`config.mk`:
```
export PLATFORM = sky130hd
export DESIGN_NAME = rcto_core
export DESIGN_NICKNAME = d
export VERILOG_FILES = /design/src/rcto_core.v
export VERILOG_INCLUDE_DIRS = /design/src /design/src/src
export SDC_FILE = /design/constraint.sdc
export NUM_CORES = 1
export LEC_CHECK = 0
export ABC_AREA = 1
export BUFFER_PORTS_ARGS = -buffer_cell sky130_fd_sc_hd__buf_2
export CORE_ASPECT_RATIO = 0.5
export CORE_MARGIN = 3
export CORE_UTILIZATION = 52
export DETAILED_ROUTE_END_ITERATION = 16
export PLACE_DENSITY = 0.87
export SETUP_SLACK_MARGIN = 0.4
export SYNTH_ARGS = -nofsm -noshare
export SYNTH_HDL_FRONTEND = slang
export SYNTH_SLANG_ARGS = --single-unit
```
`constraint.sdc`:
```
create_clock -name i_clk -period 2.15 [get_ports i_clk]
set_input_delay 0.215 -clock i_clk [delete_from_list [all_inputs] [get_ports i_clk]]
set_output_delay 0.215 -clock i_clk [all_outputs]
set_load 0.01 [all_outputs]
```
`src/rcto_defs.vh`:
```
/*
  Constants of the reset-cause and start-up time-out block: register
  offsets, field positions, reset values, encodings and timing counts.
  Assumes a 10 MHz clock that is also the oscillator clock.
*/
`ifndef RCTO_DEFS_VH
`define RCTO_DEFS_VH

// ==========================================================
// Register offsets (byte addresses)
`define RCTO_OFS_CAUSE 12'h000
`define RCTO_OFS_STATUS 12'h004
`define RCTO_OFS_SEQ 12'h008

// ==========================================================
// Field positions
`define RCTO_BIT_BROWNOUT 0
`define RCTO_BIT_POWERON 1
`define RCTO_BIT_POWERDOWN 3
`define RCTO_BIT_TIMEOUT 4

// ==========================================================
// Reset values of the flags after power-on
`define RCTO_RST_BROWNOUT 1'b0
`define RCTO_RST_POWERON 1'b0
`define RCTO_RST_TIMEOUT 1'b1
`define RCTO_RST_POWERDOWN 1'b1

// ==========================================================
// Oscillator modes
`define RCTO_OSC_LOWPOWER 2'h0
`define RCTO_OSC_STANDARD 2'h1
`define RCTO_OSC_FAST 2'h2
`define RCTO_OSC_RC 2'h3

// ==========================================================
// Restart addresses
`define RCTO_ADDR_RESET 13'h0000
`define RCTO_ADDR_IRQ 13'h0004

// ==========================================================
// Timing
`define RCTO_CLK_KHZ 10000
`define RCTO_PWRT_MS 72
`define RCTO_PWRT_CYCLES (`RCTO_PWRT_MS * `RCTO_CLK_KHZ)
`define RCTO_OST_TOSC 1024

`endif

```
`src/rcto_core.v`:
```
/*
  Reset-cause flags, processor status time-out/power-down flags and
  start-up time-out sequencer, with an APB slave for the flags.
  Assumes i_clk is the oscillator clock, watchdog and interrupt wake
  events come as one-cycle pulses from logic on i_clk, and the reset pin
  and brown-out detector are asynchronous levels.
*/
//
// Contract
// RL1 - A reset-cause register holds two flags naming the latest reset.
// RL2 - Bit 0 is active-low brown-out flag, cleared by every brown-out reset.
// RL3 - Software sets brown-out flag after power-on, then checks it later.
// RL4 - With brown-out detection off the brown-out flag means nothing.
// RL5 - Bit 1 is active-low power-on flag, cleared only by power-on reset.
// RL6 - Software sets the power-on flag after every power-on reset.
// RL7 - Start-up delay per oscillator mode: 72 ms and/or 1024 periods.
// RL8 - Power-on sets time-out and power-down status flags (bits 4, 3).
// RL9 - Each reset or wake event sets time-out/power-down flags per table.
// RL10 - Resets restart at 000h; wake-ups continue after the sleep.
// RL11 - Interrupt wake with global enable set branches to 0004h.
// RL12 - Unimplemented bits read as zero.
// RL13 - Watchdog wake-up does not reset registers.
// RL14 - Brown-out detection enabled forces the 72 ms delay on.
`timescale 1ns/10ps
`include "rcto_defs.vh"

module rcto_core #(
  parameter PWRT_CYCLES = `RCTO_PWRT_CYCLES,
  parameter OST_CYCLES = `RCTO_OST_TOSC
) (
  // Clock and reset
  input wire i_clk,
  input wire i_arst_n,
  // APB slave
  input wire i_psel,
  input wire i_penable,
  input wire i_pwrite,
  input wire [11:0] i_paddr,
  input wire [31:0] i_pwdata,
  output wire o_pready,
  output reg [31:0] o_prdata,
  output reg o_pslverr,
  // Configuration
  input wire [1:0] i_osc_mode,
  input wire i_powerup_delay_enable_n,
  input wire i_brownout_detect_enable,
  // Reset and wake sources
  input wire i_master_clear_pin_n,
  input wire i_brownout_n,
  input wire i_watchdog_evt,
  input wire i_irq_wake_evt,
  input wire i_sleep_active,
  input wire i_global_irq_enable,
  // Processor control
  output reg o_cpu_hold,
  output reg o_periph_reset,
  output reg o_restart,
  output reg o_restart_resume,
  output reg [12:0] o_restart_addr
);

  // ==========================================================
  // Sequencer states
  localparam [2:0] S_START = 3'h0;
  localparam [2:0] S_PWRT = 3'h1;
  localparam [2:0] S_OST = 3'h2;
  localparam [2:0] S_PIN = 3'h3;
  localparam [2:0] S_RUN = 3'h4;
  localparam [2:0] S_GO = 3'h5;

  // ==========================================================
  // Pin synchronisers
  reg [1:0] pin_sync_q;
  reg [1:0] bo_sync_q;
  always @(posedge i_clk or negedge i_arst_n) begin
    if (!i_arst_n) begin
      pin_sync_q <= 2'h3;
      bo_sync_q <= 2'h3;
    end else begin
      pin_sync_q <= {pin_sync_q[0], i_master_clear_pin_n};
      bo_sync_q <= {bo_sync_q[0], i_brownout_n};
    end
  end
  wire pin_low = ~pin_sync_q[1];
  // Detector output is ignored while detection is off
  wire bo_low = ~bo_sync_q[1] & i_brownout_detect_enable; // RL4
  reg bo_low_q;
  always @(posedge i_clk or negedge i_arst_n) begin
    if (!i_arst_n)
      bo_low_q <= 1'b0;
    else
      bo_low_q <= bo_low;
  end
  wire bo_evt = bo_low & ~bo_low_q;

  // ==========================================================
  // Sequencer
  wire crystal = (i_osc_mode != `RCTO_OSC_RC);
  // Delay forced on while brown-out detection is enabled
  wire pwrt_on = ~i_powerup_delay_enable_n | i_brownout_detect_enable; // RL14
  reg [2:0] state_q;
  reg [2:0] state_d;
  reg [19:0] cnt_q;
  reg [19:0] cnt_d;
  reg resume_q;
  reg resume_d;
  reg [12:0] addr_q;
  reg [12:0] addr_d;
  reg to_n_q;
  reg to_n_d;
  reg slp_flag_n_q;
  reg slp_flag_n_d;
  reg bo_flag_n_q;
  reg bo_flag_n_d;
  reg por_n_q;
  reg por_n_d;
  reg hold_d;
  reg prst_d;
  reg go_d;
  reg [1:0] cause_q;
  reg [1:0] cause_d;

  // Software write strobes; hardware clears take priority over them
  wire wr = i_psel & i_penable & i_pwrite;
  wire wr_cause = wr & (i_paddr == `RCTO_OFS_CAUSE);

  always @* begin
    state_d = state_q;
    cnt_d = cnt_q;
    resume_d = resume_q;
    addr_d = addr_q;
    to_n_d = to_n_q;
    slp_flag_n_d = slp_flag_n_q;
    bo_flag_n_d = bo_flag_n_q;
    por_n_d = por_n_q;
    cause_d = cause_q;
    go_d = 1'b0;
    if (wr_cause) begin
      bo_flag_n_d = i_pwdata[`RCTO_BIT_BROWNOUT]; // RL3
      por_n_d = i_pwdata[`RCTO_BIT_POWERON]; // RL6
    end
    case (state_q)
      S_START: begin
        // Power-on: the flags already hold their power-on values
        resume_d = 1'b0;
        addr_d = `RCTO_ADDR_RESET; // RL10
        cause_d = 2'h0;
        cnt_d = 20'h00000;
        if (pwrt_on)
          state_d = S_PWRT; // RL7
        else if (crystal)
          state_d = S_OST; // RL7
        else
          state_d = S_GO;
      end
      S_PWRT: begin
        if (cnt_q == PWRT_CYCLES[19:0] - 20'h00001) begin
          cnt_d = 20'h00000;
          state_d = crystal ? S_OST : S_GO; // RL7
        end else
          cnt_d = cnt_q + 20'h00001;
      end
      S_OST: begin
        if (cnt_q == OST_CYCLES[19:0] - 20'h00001) begin
          cnt_d = 20'h00000;
          state_d = S_GO;
        end else
          cnt_d = cnt_q + 20'h00001;
      end
      S_PIN: begin
        // Execution starts as soon as the pin is released
        if (!pin_low)
          state_d = S_GO;
      end
      S_GO: begin
        go_d = 1'b1;
        state_d = S_RUN;
      end
      S_RUN: begin
        if (i_watchdog_evt) begin
          to_n_d = 1'b0; // RL9
          slp_flag_n_d = ~i_sleep_active; // RL9
          cause_d = i_sleep_active ? 2'h2 : 2'h1;
          resume_d = i_sleep_active; // RL13
          addr_d = `RCTO_ADDR_RESET; // RL10
          state_d = (i_sleep_active && crystal) ? S_OST : S_GO; // RL7
        end else if (i_irq_wake_evt && i_sleep_active) begin
          to_n_d = 1'b1; // RL9
          slp_flag_n_d = 1'b0; // RL9
          cause_d = 2'h3;
          resume_d = ~i_global_irq_enable; // RL10
          addr_d = i_global_irq_enable ? `RCTO_ADDR_IRQ : `RCTO_ADDR_RESET; // RL11
          state_d = crystal ? S_OST : S_GO; // RL7
        end
      end
      default: state_d = S_START;
    endcase
    // Pin reset outranks watchdog and interrupt wake in all but the time-out flag clear and power-down flag set of an awake watchdog
    if (pin_low && state_q != S_PIN && state_q != S_PWRT) begin
      if (i_sleep_active) begin
        to_n_d = 1'b1; // RL9
        slp_flag_n_d = 1'b0; // RL9
      end
      resume_d = 1'b0;
      addr_d = `RCTO_ADDR_RESET; // RL10
      cause_d = 2'h1;
      cnt_d = 20'h00000;
      go_d = 1'b0;
      state_d = S_PIN;
    end
    // Brown-out outranks all; a new dip restarts the delay
    if (bo_low) begin
      bo_flag_n_d = 1'b0; // RL2
      to_n_d = 1'b1; // RL9
      slp_flag_n_d = 1'b1; // RL9
      resume_d = 1'b0;
      addr_d = `RCTO_ADDR_RESET; // RL10
      cause_d = 2'h1;
      cnt_d = 20'h00000;
      go_d = 1'b0;
      state_d = S_PWRT; // RL7
    end
    hold_d = (state_d != S_RUN);
    // Wake-ups leave registers untouched
    prst_d = hold_d & ~resume_d & (addr_d == `RCTO_ADDR_RESET) & (cause_d != 2'h3); // RL13
  end

  always @(posedge i_clk or negedge i_arst_n) begin
    if (!i_arst_n) begin
      state_q <= S_START;
      cnt_q <= 20'h00000;
      resume_q <= 1'b0;
      addr_q <= `RCTO_ADDR_RESET;
      cause_q <= 2'h0;
      to_n_q <= `RCTO_RST_TIMEOUT; // RL8
      slp_flag_n_q <= `RCTO_RST_POWERDOWN; // RL8
      bo_flag_n_q <= `RCTO_RST_BROWNOUT; // RL2
      por_n_q <= `RCTO_RST_POWERON; // RL5
      o_cpu_hold <= 1'b1;
      o_periph_reset <= 1'b1;
      o_restart <= 1'b0;
      o_restart_resume <= 1'b0;
      o_restart_addr <= `RCTO_ADDR_RESET;
    end else begin
      state_q <= state_d;
      cnt_q <= cnt_d;
      resume_q <= resume_d;
      addr_q <= addr_d;
      cause_q <= cause_d;
      to_n_q <= to_n_d;
      slp_flag_n_q <= slp_flag_n_d;
      bo_flag_n_q <= bo_flag_n_d;
      por_n_q <= por_n_d;
      o_cpu_hold <= hold_d;
      o_periph_reset <= prst_d;
      o_restart <= go_d;
      if (go_d) begin
        o_restart_resume <= resume_q; // RL10
        o_restart_addr <= addr_q; // RL11
      end
    end
  end

  // ==========================================================
  // APB read path: data captured in the setup cycle, zero wait states
  assign o_pready = 1'b1;
  reg [31:0] rdata;
  reg rerr;
  always @* begin
    rdata = 32'h00000000; // RL12
    rerr = 1'b0;
    case (i_paddr)
      `RCTO_OFS_CAUSE: begin
        rdata[`RCTO_BIT_BROWNOUT] = bo_flag_n_q; // RL1
        rdata[`RCTO_BIT_POWERON] = por_n_q; // RL1
      end
      `RCTO_OFS_STATUS: begin
        rdata[`RCTO_BIT_TIMEOUT] = to_n_q; // RL9
        rdata[`RCTO_BIT_POWERDOWN] = slp_flag_n_q; // RL9
      end
      `RCTO_OFS_SEQ: begin
        rdata[2:0] = state_q;
        rdata[4:3] = cause_q;
        rdata[5] = o_cpu_hold;
      end
      default: rerr = 1'b1;
    endcase
  end

  always @(posedge i_clk or negedge i_arst_n) begin
    if (!i_arst_n) begin
      o_prdata <= 32'h00000000;
      o_pslverr <= 1'b0;
    end else if (i_psel && !i_penable) begin
      o_prdata <= i_pwrite ? 32'h00000000 : rdata;
      o_pslverr <= rerr;
    end else if (!i_psel) begin
      o_pslverr <= 1'b0;
    end
  end

endmodule // rcto_core

```
==> results.md <==
* Initial Utilization at 55.5%
* Remaining DRCs at 0
* Avg WL per Cell at 15.7 um
* GRT Util Overall at 21.3%
* GRT met2 Usage at 35.8%
* Worst hold-check path type: in2reg
* YS warnings at 0
* RSZ-0062 raised after global routing: yes
* Sequential element share of the synthesized area at 46.6%
* Worst setup EP type: register
* Placed wire-length estimate at 5.73 mm
* Die area at 8500 um^2
* TritonCTS Sinks at 71
* Xor and xnor fraction of the mapped netlist area at 2.29%
* Synth top area share at 41.1%
* Distinct cells, synth at 37
* ANT nets after route at 0
* Post-Syn Instances at 479
* Ys flop type: dfrtp_1
* First-pass GRT wire length at 14.3 mm
* CTS Root Cell: clkbuf_16
* Antenna diode count at 0
* Core Area at 6910 um^2
* Slowest cell delay on critical path at 0.42 ns
* Final Util at 66.3%
* Iter 0 DRT Violations at 471
* # Max-Cap Violations at 0
* Leakage at 0.00240 uW
* Worst-Skew Late Latency at 0.34 ns
* Number of antenna violations at the first check in global routing at 0
* Critical path fanouts, max at 10
* Largest area contributor in the netlist: dfrtp_1
* Post-Layout Inst Area at 4580 um^2
* Worst path slowest cell: dfrtp_2
* Post-synthesis register bit count at 71
* P&R area growth vs syn at 19.6%
* Post-layout min period at 1.79 ns
* Synth top cells by count: 127 x nand2_1, 63 x dfrtp_1, 62 x nor2_1
* Status: finished clean
* Filler cells at 484
* Most frequent CP cell: nand2_1
* Busiest layer in global routing: met2
* Tcrit/Tclk final at 83.2%
* Arrival time worst endpoint at 1.99 ns
* Setup crit start kind: register
* GRT met1 Usage at 25.1%
* Async SR Flop Fraction at 100%
* Top delay family on crit path: simple AND/OR/NAND/NOR gates
* Post-Synth Simple-Gate Area at 27.5%
* Largest family of logic cells by synthesized area: simple AND/OR/NAND/NOR gates
* Placed Area at 4100 um^2
* Via count at 3,568
* Reg clk slew, reported paths at 0.06 ns
* Port-buffer cells at 52
* Final hold violations at 0
* Via density at 5.51
* GRT met3 Usage at 5.84%
* Top area cells in the synthesized netlist: dfrtp_1 41%, nand2_1 12%, nor2_1 6.1%
* Post-synthesis instance area at 3830 um^2
* Multiplexer area fraction after synthesis at 3.82%
* Final Skew at 0.0103 ns
* Final TNS setup at 0 ns
* Worst endpoint required time at 2.35 ns
* Syn avg cell area at 8.00 um^2
* Clk buf depth at 2
* Worst path bufs/invs at 1
* Fmax at 0.559 GHz
* Ratio of cells with drive above 1 in the final layout at 23.0%
* Compound-gate portion of the synthesized area at 7.15%
* Die height at 66.7 um
* CTS tree: yes
* Vias in the first global route at 3,093
* CTS H-tree lvls at 3
* Pwr Density at 903 nW/um^2
* Number of flops mapped to enable cells by yosys at 0
* Cell breakdown of the critical path: nand2_1 > nor2_1 > nand2_1 > nor2_2 > nand2_1 > nand2_1 > nand2_2 > nand2_4 > buf_8 > o21ai_0
* Total Routed Length at 10.2 mm
* Detailed Routing Iterations Pass 1 at 6
* Gr ovfl total at 0
* CP Class: reg2reg
* Post-Synth Adder-Cell Area at 0.326%
* Most frequent cell after synthesis: nand2_1
* Die width at 127 um
* Largest net degree at the start of global routing at 72
* Peak VDD IR at 584 uV
* TritonCTS Buffers at 9
* Row cnt at 21
* Setup-failing EPs final at 0
* # nets final at 611
* Final max-slew violation count at 0
* Num ports at 110
* GPL Wtd Cong at 0.920
-- cell type report --
class / instances / area, um^2 / area share (%)
multi-input cells: 343 / 1750 / 38.2
flip-flops and latches: 71 / 1790 / 39.1
clock inverters: 5 / 32.5 / 0.710
clock buffers: 11 / 253 / 5.51
well taps: 92 / 115 / 2.51
repair buffers: 68 / 412 / 8.98
inverters: 58 / 226 / 4.94
-- where the power goes --
group / switching [uW] / internal, uW
clock network: 584 / 839
logic: 797 / 369
registers: 94.5 / 1460
total: 1480 / 2660
-- metrics by stage --
| stage | cells | hold WS, ns | setup slack [ns] | total power, uW |
|---|---|---|---|---|
| finish | 648 | 0.117 | 0.362 | 4140 |
| detailed placement | 619 | 0.264 | 0.360 | 2450 |
| global route | 648 | 0.136 | 0.215 | 4300 |
| global placement | 619 | 0.263 | 0.416 | 2420 |
| CTS | 640 | 0.119 | 0.401 | 3900 |
| floorplan | 504 | -0.0806 | 0.540 | 2220 |
-- worst paths after layout --
path                            slack, ns  depth (start not counted)       endpoint          start
min in group asynchronous            0.42                          3      o_restart       i_arst_n
worst max-delay path                 0.36                         10      cnt_q[10]      cnt_q[10]
max in group asynchronous            1.38                          3  pin_sync_q[0]       i_arst_n
worst max register to register       0.36                         10      cnt_q[10]      cnt_q[10]
worst min register to register       0.36                          0  pin_sync_q[1]  pin_sync_q[0]
worst min-delay path                 0.12                          3    bo_flag_n_q    i_pwdata[0]
-- routing by layer --
metal / share of wire [%] / wire (um) / vias up
li1: - / - / 1625
met1: 37 / 3800 / 1642
met5: 0 / 0 / -
met3: 9.7 / 992 / 55
met4: 4.7 / 474 / 0
met2: 48 / 4910 / 246
-- registers in the layout (all words and copies together), names as in the netlist, 2 cells and up --
signal,cells
cnt_q,20
pin_sync_q,2
cause_q,2
o_restart_addr,13
o_prdata,6
state_q,3
bo_sync_q,2
addr_q,13
-- placed cells by master, fill, tap and decap left out, types with 6 or more instances in the layout --
master     netlist  final
nand2_2          3      6
nand3_1         30     27
mux2_1           7      7
buf_4           28     10
o22ai_1         10     10
dfstp_2          8      8
nor2_1          62     60
nand4_1         10     10
conb_1           2     27
buf_2            1     52
inv_1           57     54
xor2_1           9      9
nand2_1        127    123
mux2_2           6      6
o21ai_0         17     17
a21oi_1          6      6
dfrtp_1         63     58
o211ai_1         7      7
clkbuf_16        0      9
-- worst min-delay path, cell delays in order --
cell    delay, ns
buf_2        0.08
nor2_1       0.04
nor2_1       0.08
-- cells by family (layout without fill, tap and decap cells) --
group                      after synthesis  count (layout)
muxes                                   13              13
adders and majority gates                1               1
xor gates and xnor gates                10              10
buffers and inverters                   91             142
AOI/OAI and AO/OA                       45              45
other                                    2              27
DFF                                     71              71
and+or+nand+nor                        246             247
-- repair_timing --
action,in CTS,in global routing
pin swaps,4,10
endpoints found under the hold margin,65,0
gates resized for setup,7,21
setup buffers,1,8
gates cloned,1,0
endpoints found under the setup margin,30,35
hold buffers,3,0
Note: power is estimated with default switching activity, not from simulation.
